===== config.mk =====
export PLATFORM = sky130hd
export DESIGN_NAME = daoc_top
export DESIGN_NICKNAME = d
export VERILOG_FILES = /design/src/hdl/daoc_pkg.sv /design/src/hdl/daoc_top.sv /design/src/hdl/daoc_pipe.sv
export SDC_FILE = /design/constraint.sdc
export NUM_CORES = 1
export LEC_CHECK = 0
export ABC_AREA = 1
export ABC_CLOCK_PERIOD_IN_PS = 13950
export BUFFER_PORTS_ARGS = -buffer_cell sky130_fd_sc_hd__buf_4
export CAP_MARGIN = 10
export CORE_MARGIN = 2
export CORE_UTILIZATION = 40
export DETAILED_ROUTE_END_ITERATION = 6
export PLACE_DENSITY = 0.6
export SETUP_SLACK_MARGIN = 0.1
export SLEW_MARGIN = 20
export SYNTH_ARGS = -nofsm -noshare
export SYNTH_HDL_FRONTEND = slang
export SYNTH_SLANG_ARGS = --single-unit

===== constraint.sdc =====
create_clock -name mclk -period 13.95 [get_ports mclk]
set_input_delay 1.395 -clock mclk [delete_from_list [all_inputs] [get_ports mclk]]
set_output_delay 1.395 -clock mclk [all_outputs]
set_load 0.005 [all_outputs]

===== src/hdl/daoc_pkg.sv =====
// Package of constants and types for the dual converter output control block
// ****************************************************************************
// ****************************************************************************
package daoc_pkg;
  localparam int DAOC_CH = 2;
  localparam int DAOC_W = 12;
  localparam int DAOC_CODE_W = 14;
  localparam int DAOC_LAT = 5;
  localparam logic [2:0] DAOC_LAT_CNT = 3'h5;
  localparam logic signed [13:0] DAOC_CODE_MAX = 14'sh07ff;
  localparam logic signed [13:0] DAOC_CODE_MIN = 14'sh3800;
  // Register byte offsets
  localparam logic [7:0] DAOC_OFS_CTRL = 8'h00;
  localparam logic [7:0] DAOC_OFS_STAT = 8'h04;
  localparam logic [7:0] DAOC_OFS_IRQ = 8'h08;
  localparam logic [7:0] DAOC_OFS_MASK = 8'h0c;
  localparam logic [7:0] DAOC_OFS_RES_A = 8'h10;
  localparam logic [7:0] DAOC_OFS_RES_B = 8'h14;
  // Field positions
  localparam int DAOC_CTRL_MODE_LSB = 0;
  localparam int DAOC_IRQ_OVR_LSB = 0;
  localparam int DAOC_IRQ_RDY_LSB = 2;
  localparam int DAOC_STAT_PWR_B_LSB = 4;
  localparam int DAOC_STAT_STEER = 8;
  localparam int DAOC_STAT_TC = 9;
  localparam int DAOC_STAT_DCS = 10;
  localparam int DAOC_RES_FLAG = 12;
  // Reset values
  localparam logic [1:0] DAOC_CTRL_RST = 2'h0;
  localparam logic [3:0] DAOC_IRQ_RST = 4'h0;
  localparam logic [3:0] DAOC_MASK_RST = 4'h0;
  // Four-level mode select
  localparam logic [1:0] DAOC_MODE_GND = 2'h0;
  localparam logic [1:0] DAOC_MODE_THIRD = 2'h1;
  localparam logic [1:0] DAOC_MODE_TWO_THIRD = 2'h2;
  localparam logic [1:0] DAOC_MODE_FULL = 2'h3;

  typedef enum logic [3:0] {
    DAOC_NORMAL = 4'b0001,
    DAOC_HIZ = 4'b0010,
    DAOC_NAP = 4'b0100,
    DAOC_SLEEP = 4'b1000
  } daoc_pwr_e;

  typedef struct packed {
    logic ovr;
    logic [11:0] word;
  } daoc_sample_s;
endpackage


===== src/hdl/daoc_top.sv =====
// Top of the dual converter output control block with its register slave
`timescale 1ns/1ps
module daoc_top
  import daoc_pkg::*;
(
  // Clock and reset
  input wire logic mclk,
  input wire logic arst_n,
  // Wishbone slave
  input wire logic wb_cyc_i,
  input wire logic wb_stb_i,
  input wire logic wb_we_i,
  input wire logic [7:0] wb_adr_i,
  input wire logic [3:0] wb_sel_i,
  input wire logic [31:0] wb_dat_i,
  output logic [31:0] wb_dat_o,
  output logic wb_ack_o,
  // Channel control pins
  input wire logic chan_a_sample_clock,
  input wire logic chan_b_sample_clock,
  input wire logic bus_steer_select,
  input wire logic chan_a_power_down_select,
  input wire logic chan_b_power_down_select,
  input wire logic chan_a_output_enable_n,
  input wire logic chan_b_output_enable_n,
  // Quantizer codes, two's complement
  input wire logic [13:0] chan_a_code,
  input wire logic [13:0] chan_b_code,
  // Output bus A
  output logic [11:0] bus_a_result_word,
  output logic bus_a_range_flag,
  output logic bus_a_drive_n,
  // Output bus B
  output logic [11:0] bus_b_result_word,
  output logic bus_b_range_flag,
  output logic bus_b_drive_n,
  // Status
  output logic stabilizer_on,
  output logic irq
);
  logic rst_s1_r;
  logic rst_n_r;
  logic [1:0] clk_s1_r, clk_s2_r, clk_s3_r;
  logic [1:0] pd_s1_r, pd_s2_r;
  logic [1:0] oen_s1_r, oen_s2_r;
  logic steer_s1_r, steer_s2_r;
  logic [13:0] code_s1_r [DAOC_CH];
  logic [13:0] code_s2_r [DAOC_CH];
  logic [13:0] code_pin [DAOC_CH];
  logic [1:0] mode_r;
  logic [3:0] irq_st_r;
  logic [3:0] irq_mask_r;
  logic [3:0] irq_nxt;
  logic [3:0] mask_nxt;
  logic fmt_tc;
  logic [1:0] edge_c;
  logic [1:0] shift;
  logic [1:0] asleep;
  logic [1:0] dval;
  logic [1:0] dstb;
  logic [1:0] dval_d_r;
  logic [1:0] drive;
  daoc_pwr_e pwr [DAOC_CH];
  daoc_sample_s conv [DAOC_CH];
  daoc_sample_s res [DAOC_CH];
  daoc_sample_s last_r [DAOC_CH];
  logic wb_req;
  logic wb_wr;
  logic [31:0] rd_data;

  assign code_pin[0] = chan_a_code;
  assign code_pin[1] = chan_b_code;

  // ****************************************************************
  // Reset release
  // ****************************************************************
  always_ff @(posedge mclk or negedge arst_n) begin
    if (!arst_n) begin
      rst_s1_r <= 1'b0;
      rst_n_r <= 1'b0;
    end else begin
      rst_s1_r <= 1'b1;
      rst_n_r <= rst_s1_r;
    end
  end

  // ****************************************************************
  // Pin synchronisers
  // ****************************************************************
  always_ff @(posedge mclk or negedge rst_n_r) begin
    if (!rst_n_r) begin
      clk_s1_r <= 2'h0;
      clk_s2_r <= 2'h0;
      clk_s3_r <= 2'h0;
      pd_s1_r <= 2'h3;
      pd_s2_r <= 2'h3;
      oen_s1_r <= 2'h3;
      oen_s2_r <= 2'h3;
      steer_s1_r <= 1'b1;
      steer_s2_r <= 1'b1;
    end else begin
      clk_s1_r <= {chan_b_sample_clock, chan_a_sample_clock};
      clk_s2_r <= clk_s1_r;
      clk_s3_r <= clk_s2_r;
      pd_s1_r <= {chan_b_power_down_select, chan_a_power_down_select};
      pd_s2_r <= pd_s1_r;
      oen_s1_r <= {chan_b_output_enable_n, chan_a_output_enable_n};
      oen_s2_r <= oen_s1_r;
      steer_s1_r <= bus_steer_select;
      steer_s2_r <= steer_s1_r;
    end
  end

  // ****************************************************************
  // Per-channel conversion path
  // ****************************************************************
  genvar c;
  generate
    for (c = 0; c < DAOC_CH; c++) begin : g_ch
      logic signed [13:0] code;

      always_ff @(posedge mclk or negedge rst_n_r) begin
        if (!rst_n_r) begin
          code_s1_r[c] <= 14'h0000;
          code_s2_r[c] <= 14'h0000;
        end else begin
          code_s1_r[c] <= code_pin[c];
          code_s2_r[c] <= code_s1_r[c];
        end
      end

      always_comb begin
        unique case ({pd_s2_r[c], oen_s2_r[c]})
          2'b00: pwr[c] = DAOC_NORMAL;
          2'b01: pwr[c] = DAOC_HIZ;
          2'b10: pwr[c] = DAOC_NAP;
          2'b11: pwr[c] = DAOC_SLEEP;
        endcase
      end

      assign code = code_s2_r[c];
      assign edge_c[c] = clk_s2_r[c] && !clk_s3_r[c];
      assign asleep[c] = pd_s2_r[c];
      assign shift[c] = edge_c[c] && !asleep[c];

      always_comb begin
        conv[c].ovr = (code > DAOC_CODE_MAX) || (code < DAOC_CODE_MIN);
        if (code > DAOC_CODE_MAX) begin
          conv[c].word = 12'h7ff;
        end else if (code < DAOC_CODE_MIN) begin
          conv[c].word = 12'h800;
        end else begin
          conv[c].word = code[11:0];
        end
        if (!fmt_tc) begin
          conv[c].word[DAOC_W-1] = ~conv[c].word[DAOC_W-1];
        end
      end

      daoc_pipe u_pipe (
        .clk(mclk),
        .rst_n(rst_n_r),
        .shift(shift[c]),
        .flush(asleep[c]),
        .din(conv[c]),
        .dout(res[c]),
        .dval(dval[c]),
        .dstb(dstb[c])
      );

      assign drive[c] = (pwr[c] == DAOC_NORMAL) && dval[c];

      always_ff @(posedge mclk or negedge rst_n_r) begin
        if (!rst_n_r) begin
          last_r[c] <= '0;
        end else if (dstb[c]) begin
          last_r[c] <= res[c];
        end
      end
    end
  endgenerate

  // ****************************************************************
  // Mode decode
  // ****************************************************************
  assign fmt_tc = (mode_r == DAOC_MODE_TWO_THIRD) || (mode_r == DAOC_MODE_FULL);

  always_ff @(posedge mclk or negedge rst_n_r) begin
    if (!rst_n_r) begin
      stabilizer_on <= 1'b0;
    end else begin
      stabilizer_on <= (mode_r == DAOC_MODE_THIRD) || (mode_r == DAOC_MODE_TWO_THIRD);
    end
  end

  // ****************************************************************
  // Bus steering
  // ****************************************************************
  always_ff @(posedge mclk or negedge rst_n_r) begin
    if (!rst_n_r) begin
      bus_a_result_word <= 12'h000;
      bus_a_range_flag <= 1'b0;
      bus_a_drive_n <= 1'b1;
      bus_b_result_word <= 12'h000;
      bus_b_range_flag <= 1'b0;
      bus_b_drive_n <= 1'b1;
    end else if (steer_s2_r) begin
      bus_a_result_word <= res[0].word;
      bus_a_range_flag <= res[0].ovr;
      bus_a_drive_n <= !drive[0];
      bus_b_result_word <= res[1].word;
      bus_b_range_flag <= res[1].ovr;
      bus_b_drive_n <= !drive[1];
    end else begin
      bus_a_result_word <= res[1].word;
      bus_a_range_flag <= res[1].ovr;
      bus_a_drive_n <= !drive[1];
      bus_b_result_word <= res[0].word;
      bus_b_range_flag <= res[0].ovr;
      bus_b_drive_n <= !drive[0];
    end
  end

  // ****************************************************************
  // Wishbone slave
  // ****************************************************************
  assign wb_req = wb_cyc_i && wb_stb_i && !wb_ack_o;
  // Writes land at the edge that shows the acknowledge to the master
  assign wb_wr = wb_cyc_i && wb_stb_i && wb_ack_o && wb_we_i && wb_sel_i[0];

  always_comb begin
    rd_data = 32'h0000_0000;
    unique case (wb_adr_i)
      DAOC_OFS_CTRL: rd_data[DAOC_CTRL_MODE_LSB +: 2] = mode_r;
      DAOC_OFS_STAT: begin
        rd_data[3:0] = pwr[0];
        rd_data[DAOC_STAT_PWR_B_LSB +: 4] = pwr[1];
        rd_data[DAOC_STAT_STEER] = steer_s2_r;
        rd_data[DAOC_STAT_TC] = fmt_tc;
        rd_data[DAOC_STAT_DCS] = stabilizer_on;
      end
      DAOC_OFS_IRQ: rd_data[3:0] = irq_st_r;
      DAOC_OFS_MASK: rd_data[3:0] = irq_mask_r;
      DAOC_OFS_RES_A: rd_data[DAOC_RES_FLAG:0] = last_r[0];
      DAOC_OFS_RES_B: rd_data[DAOC_RES_FLAG:0] = last_r[1];
      default: rd_data = 32'h0000_0000;
    endcase
  end

  always_ff @(posedge mclk or negedge rst_n_r) begin
    if (!rst_n_r) begin
      wb_ack_o <= 1'b0;
      wb_dat_o <= 32'h0000_0000;
    end else begin
      wb_ack_o <= wb_req;
      wb_dat_o <= wb_req ? rd_data : 32'h0000_0000;
    end
  end

  always_ff @(posedge mclk or negedge rst_n_r) begin
    if (!rst_n_r) begin
      mode_r <= DAOC_CTRL_RST;
    end else if (wb_wr && wb_adr_i == DAOC_OFS_CTRL) begin
      mode_r <= wb_dat_i[DAOC_CTRL_MODE_LSB +: 2];
    end
  end

  always_ff @(posedge mclk or negedge rst_n_r) begin
    if (!rst_n_r) begin
      irq_mask_r <= DAOC_MASK_RST;
    end else if (wb_wr && wb_adr_i == DAOC_OFS_MASK) begin
      irq_mask_r <= wb_dat_i[3:0];
    end
  end

  // ****************************************************************
  // Interrupts
  // ****************************************************************
  assign mask_nxt = (wb_wr && wb_adr_i == DAOC_OFS_MASK) ? wb_dat_i[3:0] : irq_mask_r;

  always_comb begin
    irq_nxt = irq_st_r;
    if (wb_wr && wb_adr_i == DAOC_OFS_IRQ) begin
      irq_nxt = irq_nxt & ~wb_dat_i[3:0];
    end
    // Events set last, so they win over a clear in the same cycle
    irq_nxt[DAOC_IRQ_OVR_LSB +: 2] = irq_nxt[DAOC_IRQ_OVR_LSB +: 2] | (dstb & {res[1].ovr, res[0].ovr});
    irq_nxt[DAOC_IRQ_RDY_LSB +: 2] = irq_nxt[DAOC_IRQ_RDY_LSB +: 2] | (dval & ~dval_d_r);
  end

  always_ff @(posedge mclk or negedge rst_n_r) begin
    if (!rst_n_r) begin
      irq_st_r <= DAOC_IRQ_RST;
      dval_d_r <= 2'h0;
      irq <= 1'b0;
    end else begin
      irq_st_r <= irq_nxt;
      dval_d_r <= dval;
      irq <= |(irq_nxt & mask_nxt);
    end
  end
endmodule // daoc_top


===== src/hdl/daoc_pipe.sv =====
// Six-stage conversion pipeline of one channel
`timescale 1ns/1ps
module daoc_pipe
  import daoc_pkg::*;
(
  // Clock and reset
  input wire logic clk,
  input wire logic rst_n,
  // Control
  input wire logic shift,
  input wire logic flush,
  // Data
  input daoc_sample_s din,
  output daoc_sample_s dout,
  output logic dval,
  output logic dstb
);
  // Capture stage plus five latency stages
  daoc_sample_s stage_r [DAOC_LAT+1];
  logic [DAOC_LAT:0] vld_r;
  logic [2:0] fill_r;

  // ****************************************************************
  // Stages
  // ****************************************************************
  genvar g;
  generate
    for (g = 0; g <= DAOC_LAT; g++) begin : g_stage
      always_ff @(posedge clk or negedge rst_n) begin
        if (!rst_n) begin
          stage_r[g] <= '0;
          vld_r[g] <= 1'b0;
        end else if (flush) begin
          vld_r[g] <= 1'b0;
        end else if (shift) begin
          stage_r[g] <= (g == 0) ? din : stage_r[(g == 0) ? 0 : g - 1];
          vld_r[g] <= (g == 0) ? 1'b1 : vld_r[(g == 0) ? 0 : g - 1];
        end
      end
    end
  endgenerate

  always_ff @(posedge clk or negedge rst_n) begin
    if (!rst_n) begin
      dstb <= 1'b0;
    end else begin
      // Marks every new valid word, the first one after a refill too
      dstb <= shift && !flush && vld_r[DAOC_LAT-1];
    end
  end

  always_ff @(posedge clk or negedge rst_n) begin
    if (!rst_n) begin
      fill_r <= 3'h0;
    end else if (flush) begin
      fill_r <= 3'h0;
    end else if (shift && vld_r[0] && fill_r != DAOC_LAT_CNT) begin
      fill_r <= fill_r + 3'h1;
    end
  end

  assign dout = stage_r[DAOC_LAT];
  assign dval = vld_r[DAOC_LAT];
endmodule // daoc_pipe


# Word level (Yosys, flattened, before mapping)
# Cells that the tools add are included.
[classes] magnitude_cmp=4 eq_ne=16 muxes=45 bitwise_logic=12 n_reduce_logical=37
[op_table] op="$mux W12" count=6
[op_table] op="$pmux W4 S4" count=2
[op_table] op="$mux W1" count=30
[op_table] op="$gt A14 B12 Y1 const B" count=2
[op_table] op="$lt A14 B12 Y1 const B" count=2
[op_table] op="$pmux W7 S3" count=1
[op_table] op="$logic_and A1 B1 Y1" count=18
[op_table] op="$eq A8 B4 Y1 const B" count=2
[op_table] op="$eq A8 B5 Y1 const B" count=2
[op_table] op="$mux W13" count=1
[op_table] op="$eq A2 B2 Y1 const B" count=6
[op_table] op="$pmux W2 S6" count=1
[op_table] op="$pmux W2 S5" count=1
[op_table] op="$and A4 B4 Y4" count=2
[op_table] op="$eq A4 B1 Y1 const B" count=2
[op_table] op="$eq A8 B3 Y1 const B" count=1
[op_table] op="$logic_not A8 Y1" count=1
[op_table] op="$mux W4" count=2
[op_table] op="$logic_not A1 Y1" count=7
[op_table] op="$eq A2 B1 Y1 const B" count=3
[op_table] op="$and A2 B2 Y2" count=2
[op_table] op="$logic_not A2 Y1" count=2
[op_table] op="$logic_or A1 B1 Y1" count=4
[op_table] op="$not A1 Y1" count=4
[op_table] op="7 further kinds" count=10
[word_totals] reg_bits=326 input_bits=84

# Depth between registers and ports, before layout
# Gate-level depths: netlist (run 1).
[logic_depth] ltp_word=9 depth_mapped=11 mapped_depth_nobuf=11

# By module
# Synthesis (run 1) repeated with hierarchy kept, for this count alone.
[unflattened] cells_unflattened=1306 area_unflattened_um2=12628.4
[by_module_without_submodules] mod="daoc_pipe" instances=2 cells_per_inst=379 area_each_um2=3415.8 seq_area_each_um2=2127.0
[by_module_without_submodules] mod="daoc_top" instances=1 cells_per_inst=548 area_each_um2=5796.8 seq_area_each_um2=3918.8

# Worst setup path after synthesis (run 1)
# OpenSTA, ideal clock, no wires.
[synth_path] kind="input port to flip-flop" start="in wb_adr_i[0]" end="reg wb_dat_o[0]" setup_ps=72 arrival_time_ps=2252 required_time_ps=13878 setup_slack_ps=11626 path_stages=9 path_buffers=0 cell_sequence="inv_1 -> nand2_2 -> nor3_1 -> nand2_2 -> inv_2 -> nand2_1 -> nand3_1 -> nor2_1 -> nor2_1"
[synth_between] elab_chain_cells=3 word_cells_on_any_way=8 cone_classes="eq/ne (5); mux (2); reduce/logical (1)"
[synth_lines] element="start, declared" line="daoc_top.sv:13" rtl="input wire logic [7:0] wb_adr_i,"
[synth_lines] element="$eq A8 B5 Y1 (tied with other cells)" line="daoc_top.sv:233" rtl="unique case (wb_adr_i)"
[synth_lines] element="$pmux W2 S6 *" line="daoc_top.sv:233"
[synth_lines] element="$mux W13 *" line="daoc_top.sv:256" rtl="wb_dat_o <= wb_req ? rd_data : 32'h0000_0000;"
[synth_lines] element="end signal, assigned" line="daoc_top.sv:256"
[synth_lines] element="end, declared" line="daoc_top.sv:16" rtl="output logic [31:0] wb_dat_o,"
# Mark *: on every way between the ends. The rest lies on a longest branch, timed or not.
# A chain may end at the register's enable or synchronous reset.

# Final worst setup path (run 1)
[layout_path] start="reg pd_s2_r[1] (netlist: asleep[1])" end="reg g_ch[1].u_pipe.stage_r[69] (netlist bit)"
[layout_between] elab_chain_cells=3 word_cells_on_any_way=4 cone_classes="bitwise (1); reduce/logical (3)"
[layout_lines] element="start, declared" line="daoc_top.sv:44" rtl="logic [1:0] pd_s1_r, pd_s2_r;"
[layout_lines] element="start signal, assigned" line="daoc_top.sv:106" rtl="pd_s2_r <= pd_s1_r;"
[layout_lines] element="$logic_not A1 Y1" line="daoc_top.sv:144" rtl="assign shift[c] = edge_c[c] && !asleep[c];"
[layout_lines] element="$logic_and A1 B1 Y1" line="daoc_top.sv:144"
[layout_lines] element="$reduce_and A2 Y1 (no line) *"
[layout_lines] element="end signal, assigned by index" line="daoc_pipe.sv:36" rtl="stage_r[g] <= (g == 0) ? din : stage_r[(g == 0) ? 0 : g - 1];"
[layout_lines] element="end, declared" line="daoc_pipe.sv:19" rtl="daoc_sample_s stage_r [DAOC_LAT+1];"
# Marks and branches as above.

==> results.tsv, run 1 <==
metric	value	unit
outcome	finished clean	
relSlewSlack	0.3806	
setup-tns-final	0	ns
drv_slew	0	
worstPathCellList	a21oi_2, nor2_4, buf_4, inv_2, buf_4, nor2_1, o21ai_0, nand2_1	
wl_per_cell	12.70	µm
clk_latency	0.51	ns
cts_buffers	34	
clockBufferDepth	3	
drt_iter0_drc	531	
switching_power	537.8	µW
die_h	176.4	µm
grt_overflow	0	
die_area	31110	µm²
use_met1	0.2171	
drive_above_1_share	0.1621	
ios	147	
dpl_cell_area	12870	µm²
final_cell_mix	nand2_1, dfrtp_1, o21ai_0, buf_4, inv_1	
grt_max_degree	196	
p_seq_frac	0.506	
power_leakage	7.054	nW
syn_inst	1164	
ys_warn_count	0	
initial_core_util	0.4032	
cts_resized	0	
grt_pass1_wl	36040	µm
post_cts_buffers	0	
power.density	161.0	nW/µm²
finalSetupViolations	0	
skew	0.01299	ns
grt_pass1_vias	7010	
cts_root_buffer	clkbuf_16	
grt_most_used_layer	met1	
endpoint_kind	flop	
track_usage	0.1430	
seq_area_frac_synth	0.6876	
n_fill_cell	2777	
area_delta_synth_final	18.57	%
syn_area_per_cell	10.21	µm²
synth_cell_types	35	
fmax	333.5	MHz
crit_fanout	80	
grt_use_met3	0.02649	
dp_hpwl	13580	µm
ant_nets	0	
worst_pin_slew	0.9291	ns
port_buffers	96	
ys_seq_elements	326	
layout_commonest_cell	nand2_1	
finalHoldViolCount	0	
ctsHoldBuffers	0	
fin_crit_sh	0.2149	
core	29480	µm²
min_path_type	flop to flop	
first_pass_iters	4	
fin_area	14090	µm²
critPathKind	flop to flop	
clk_pin_slew	0.06	ns
maxCapViolations	0	
path_buf_inv	3	
die_w	176.4	µm
cts_tree	done	
grt_antenna_before_repair	0	
cts_sinks	326	
rsz0062_at_grt	false	
grt_util_met2	0.2093	
internal-power	1.732	mW
clkPwrFrac	0.408	
worst-endpoint-required	14.39	ns
antenna_cells	0	
via_per_inst	4.484	
wirelength	21180	µm
place_congestion	0.8596	
power	2.269	mW
p_sw_frac	0.2370	
slowest_delay	0.65	ns
rows	63	
htreeDepth	2	
crit_arrival	3.44	ns
cp-start-kind	flop	
combinationalPowerShare	0.086	
path_common_cell	buf_4	
drc	0	
fin_crit	2.998	ns
cpLargestDelayFamily	buffers and inverters	
finalNetCount	1339	
syn-cell-area	11890	µm²
vias	7475	
finalCoreUtilization	0.4781	
max-vdd-ir-drop	0.09647	mV
cp_slowest_cell	dfstp_2	
synthesized netlist by cell type, drive strengths merged:
| master | number | area (µm²) |
|---|---|---|
| clkbuf | 23 | 87.58 |
| nand4 | 4 | 25.02 |
| or2 | 2 | 12.51 |
| o211ai | 1 | 7.510 |
| buf | 45 | 270.3 |
| dfstp | 12 | 315.3 |
| nor3 | 8 | 62.56 |
| mux2 | 9 | 101.4 |
| inv | 88 | 332.8 |
| and2 | 1 | 6.260 |
| a31oi | 4 | 25.02 |
| o21ai | 115 | 575.6 |
| o22ai | 12 | 75.07 |
| nand3 | 21 | 115.1 |
| dfrtp | 314 | 7858 |
| nor2 | 57 | 239.0 |
| a21oi | 30 | 153.9 |
| nor4 | 1 | 6.260 |
| nand2 | 411 | 1568 |
| conb | 2 | 7.510 |
| ha | 2 | 25.02 |
| xor2 | 2 | 17.52 |
cell type report:
| class | instances | area, µm² | area share |
|---|---|---|---|
| Sequential cell | 326 | 8177 | 0.5802 |
| Multi-Input combinational cell | 700 | 3098 | 0.2198 |
| Timing Repair Buffer | 103 | 809.5 | 0.05744 |
| Tap cell | 390 | 488.0 | 0.03462 |
| Inverter | 88 | 332.8 | 0.02362 |
| Clock buffer | 51 | 1089 | 0.07724 |
| Clock inverter | 9 | 100.1 | 0.007102 |
per-stage QoR:
| stage | setup WS, ns | hold WS (ns) | std cells |
|---|---|---|---|
| global route | 10.63 | 0.3451 | 1667 |
| CTS | 10.94 | 0.3472 | 1666 |
| floorplan | 4.213 | 0.3312 | 1182 |
| finish | 10.95 | 0.3458 | 1667 |
| global placement | 10.98 | 0.3343 | 1606 |
| detailed placement | 10.95 | 0.3347 | 1606 |
routing by layer:
layer	wire length, µm	up-vias
li1	-	3784
met2	9261	159
met1	10310	3497
met3	1165	35
met5	0	-
met4	445	0
power groups by stage:
stage | Sequential, mW | Combinational [mW] | Clock, mW
2_1_floorplan | 1.15 | 0.124 | 0
3_3_place_gp | 1.16 | 0.192 | 0
3_5_place_dp | 1.17 | 0.198 | 0
4_1_cts | 1.15 | 0.199 | 0.955
5_1_grt | 1.16 | 0.233 | 0.996
6_report | 1.15 | 0.195 | 0.926
logic make-up after synthesis:
| family | count (synthesis) | synth area share |
|---|---|---|
| flip-flops | 326 | 0.6876 |
| AO/OA/AOI/OAI | 162 | 0.07042 |
| other | 2 | 0.0006318 |
| AND/OR/NAND/NOR | 505 | 0.1712 |
| buffers and inverters | 156 | 0.05811 |
| adder cells (fa/ha/maj) | 2 | 0.002105 |
| XOR/XNOR | 2 | 0.001474 |
| multiplexers | 9 | 0.008527 |
path summary, 6_finish.rpt:
check,depth (start not counted),slack (ns),to,from
max,8,10.95,g_ch[1].u_pipe.stage_r[69]$_DFFE_PN0P_,asleep[1]$_DFF_PN1_
min,0,0.35,g_ch[0].code[9]$_DFF_PN0_,code_s1_r[23]$_DFF_PN0_
max reg2reg,8,10.95,g_ch[1].u_pipe.stage_r[69]$_DFFE_PN0P_,asleep[1]$_DFF_PN1_
min reg2reg,0,0.35,g_ch[0].code[9]$_DFF_PN0_,code_s1_r[23]$_DFF_PN0_
max in group asynchronous,2,12.19,bus_a_result_word[8]$_DFF_PN0_,rst_n_r$_DFF_PN0_
min in group asynchronous,0,0.36,code_s1_r[14]$_DFF_PN0_,rst_n_r$_DFF_PN0_
flip-flops by register name, indices dropped and copies added (netlist names), 10 cells and up:
name,count
wb_dat_o,13
bus_b_result_word,12
g_ch.code,28
g_ch.u_pipe.vld_r,10
last_r,26
g_ch.u_pipe.stage_r,130
code_s1_r,28
g_ch.u_pipe.dout,26
bus_a_result_word,12
Note: power is estimated with default switching activity, not from simulation.
==> run 2, diff against run 1 <==
--- a/config.mk
+++ b/config.mk
@@ -6,7 +6,7 @@
 export NUM_CORES = 1
 export LEC_CHECK = 0
 export ABC_AREA = 1
-export ABC_CLOCK_PERIOD_IN_PS = 13950
+export ABC_CLOCK_PERIOD_IN_PS = 3000
 export BUFFER_PORTS_ARGS = -buffer_cell sky130_fd_sc_hd__buf_4
 export CAP_MARGIN = 10
 export CORE_MARGIN = 2
==> constraint.sdc (replaced) <==
create_clock -name mclk -period 3 [get_ports mclk]
set_input_delay 0.3 -clock mclk [delete_from_list [all_inputs] [get_ports mclk]]
set_output_delay 0.3 -clock mclk [all_outputs]
set_load 0.005 [all_outputs]
==> results.tsv, run 2 (synthesis gave the netlist of run 1 again) <==
metric	value	unit	change
cts_resized	0		unchanged
finalWorstSetupSlack	1.185	ns	was 10.95 ns
rows	63		unchanged
min_path_type	input port to flop		was flop to flop
first_pass_iters	5		was 4
initial_core_util	0.4032		unchanged
grt_overflow	0		unchanged
fin_crit_sh	0.6050		was 0.2149
largest_reg_flops	130		unchanged
finalSetupViolations	0		unchanged
multiInputGateArea	3098	µm²	unchanged
die_w	176.4	µm	unchanged
grt_max_degree	80		was 196
slowest_delay	0.65	ns	about the same
fin_crit	1.815	ns	was 2.998 ns
maxCapViolations	0		unchanged
dp_hpwl	14420	µm	was 13580 µm
top_register	g_ch.u_pipe.stage_r		unchanged
layout_commonest_cell	nand2_1		unchanged
seqCellArea	8177	µm²	unchanged
drc	0		unchanged
drt_iter0_drc	496		was 531
outcome	finished clean		unchanged
relSlewSlack	0.3865		was 0.3806
max-vdd-ir-drop	0.3983	mV	was 0.09647 mV
worst-endpoint-required	3.42	ns	was 14.39 ns
fmax	551.0	MHz	was 333.5 MHz
cts_root_buffer	clkbuf_16		unchanged
post_cts_buffers	0		unchanged
core	29480	µm²	unchanged
finalNetCount	1389		was 1339
worstPathCellList	a21oi_2, nor2_4, buf_4, o21ai_0, o21ai_0		was a21oi_2, nor2_4, buf_4, inv_2, buf_4, nor2_1, o21ai_0, nand2_1
skew	0.01309	ns	was 0.01299 ns
cts_tree	done		unchanged
worst_pin_slew	0.9202	ns	was 0.9291 ns
ios	147		unchanged
die_area	31110	µm²	unchanged
cp_slowest_cell	dfstp_2		unchanged
path_common_cell	o21ai_0		was buf_4
final_cell_mix	nand2_1, dfrtp_1, o21ai_0, buf_4, inv_1		unchanged
clk_pin_slew	0.06	ns	about the same
power.density	712.8	nW/µm²	was 161.0 nW/µm²
grt_pass1_vias	7447		was 7010
crit_fanout	79		was 80
n_fill_cell	2728		was 2777
htreeDepth	2		unchanged
drv_slew	0		unchanged
crit_arrival	2.23	ns	was 3.44 ns
vias	7619		was 7475
cp-start-kind	flop		unchanged
wirelength	21640	µm	was 21180 µm
place_congestion	0.8808		was 0.8596
ant_nets	0		unchanged
via_per_inst	4.437		was 4.484
grt_antenna_before_repair	0		unchanged
endpoint_kind	flop		unchanged
clockBufferDepth	3		unchanged
pre_cts_ws	1.211	ns	was 10.95 ns
antenna_cells	0		unchanged
drive_above_1_share	0.1605		was 0.1621
wl_per_cell	12.60	µm	was 12.70 µm
critPathKind	flop to flop		unchanged
rsz0062_at_grt	false		unchanged
cts_buffers	34		unchanged
grt_pass1_wl	37060	µm	was 36040 µm
die_h	176.4	µm	unchanged
power_leakage	7.216	nW	was 7.054 nW
clk_latency	0.50	ns	was 0.51 ns
finalCoreUtilization	0.4903		was 0.4781
track_usage	0.1465		was 0.1430
finalHoldViolCount	0		unchanged
area_delta_synth_final	21.61	%	was 18.57%
port_buffers	96		unchanged
ctsHoldBuffers	36		was 0
cts_sinks	326		unchanged
run 2: area by class of cell:
| class | instances | share of cell area |
|---|---|---|
| flip-flops and latches | 326 | 0.5657 |
| multi-input cells | 700 | 0.2143 |
| repair buffers | 153 | 0.08915 |
| clock buffers | 52 | 0.06916 |
| well taps | 390 | 0.03376 |
| inverters | 88 | 0.02302 |
| clock inverters | 8 | 0.004934 |
run 2: stage by stage:
step                      hold WS [ns]  std cells  instance area, µm²  setup TNS, ns  power (mW)
after floorplan               0.004409       1182               11960         -70.05       5.935
after global placement         0.08404       1621               13020              0       6.324
after detailed placement       0.08505       1621               13020              0       6.363
after CTS                      0.05081       1717               14460              0       10.44
after global routing           0.06838       1717               14460              0       10.86
final                          0.07631       1717               14460              0       10.30
run 2: per-layer routing:
| layer | vias up | share of wire | global-route usage |
|---|---|---|---|
| met4 | 0 | 0.035 | 0.05716 |
| met3 | 47 | 0.054 | 0.02649 |
| met1 | 3506 | 0.49 | 0.2118 |
| li1 | 3880 | - | - |
| met5 | - | 0 | 0 |
| met2 | 186 | 0.43 | 0.2206 |
run 2: critical path, delay by kind of cell, from the launching register on:
family,cells,cell delay [ns]
DFF,1,0.65
buffers and inverters,1,0.58
AOI/OAI and AO/OA,3,0.36
and+or+nand+nor,1,0.11
run 2: worst paths after layout:
kind                       depth (start not counted)  slack (ns)               startpoint                                      to
setup / recovery                                   5        1.19      asleep[1]$_DFF_PN1_  g_ch[1].u_pipe.stage_r[77]$_DFFE_PN0P_
hold / removal                                     3        0.08              wb_dat_i[3]                 irq_mask_r[3]$_DFF_PN0_
setup reg to reg                                   5        1.19      asleep[1]$_DFF_PN1_  g_ch[1].u_pipe.stage_r[77]$_DFFE_PN0P_
hold reg to reg                                    0        0.35  code_s1_r[20]$_DFF_PN0_               g_ch[0].code[6]$_DFF_PN0_
max in group asynchronous                          1        1.79        rst_n_r$_DFF_PN0_                   oen_s1_r[1]$_DFF_PN1_
min in group asynchronous                          2        0.11                   arst_n                      rst_s1_r$_DFF_PN0_
run 2: report_power, final:
group / switching, mW / leakage (nW) / total [mW] / internal (mW)
sequential: 0.340 / 4.14 / 5.34 / 5.00
combinational: 0.543 / 2.55 / 0.963 / 0.419
clock: 1.62 / 0.526 / 4.00 / 2.38
total: 2.50 / 7.22 / 10.3 / 7.80
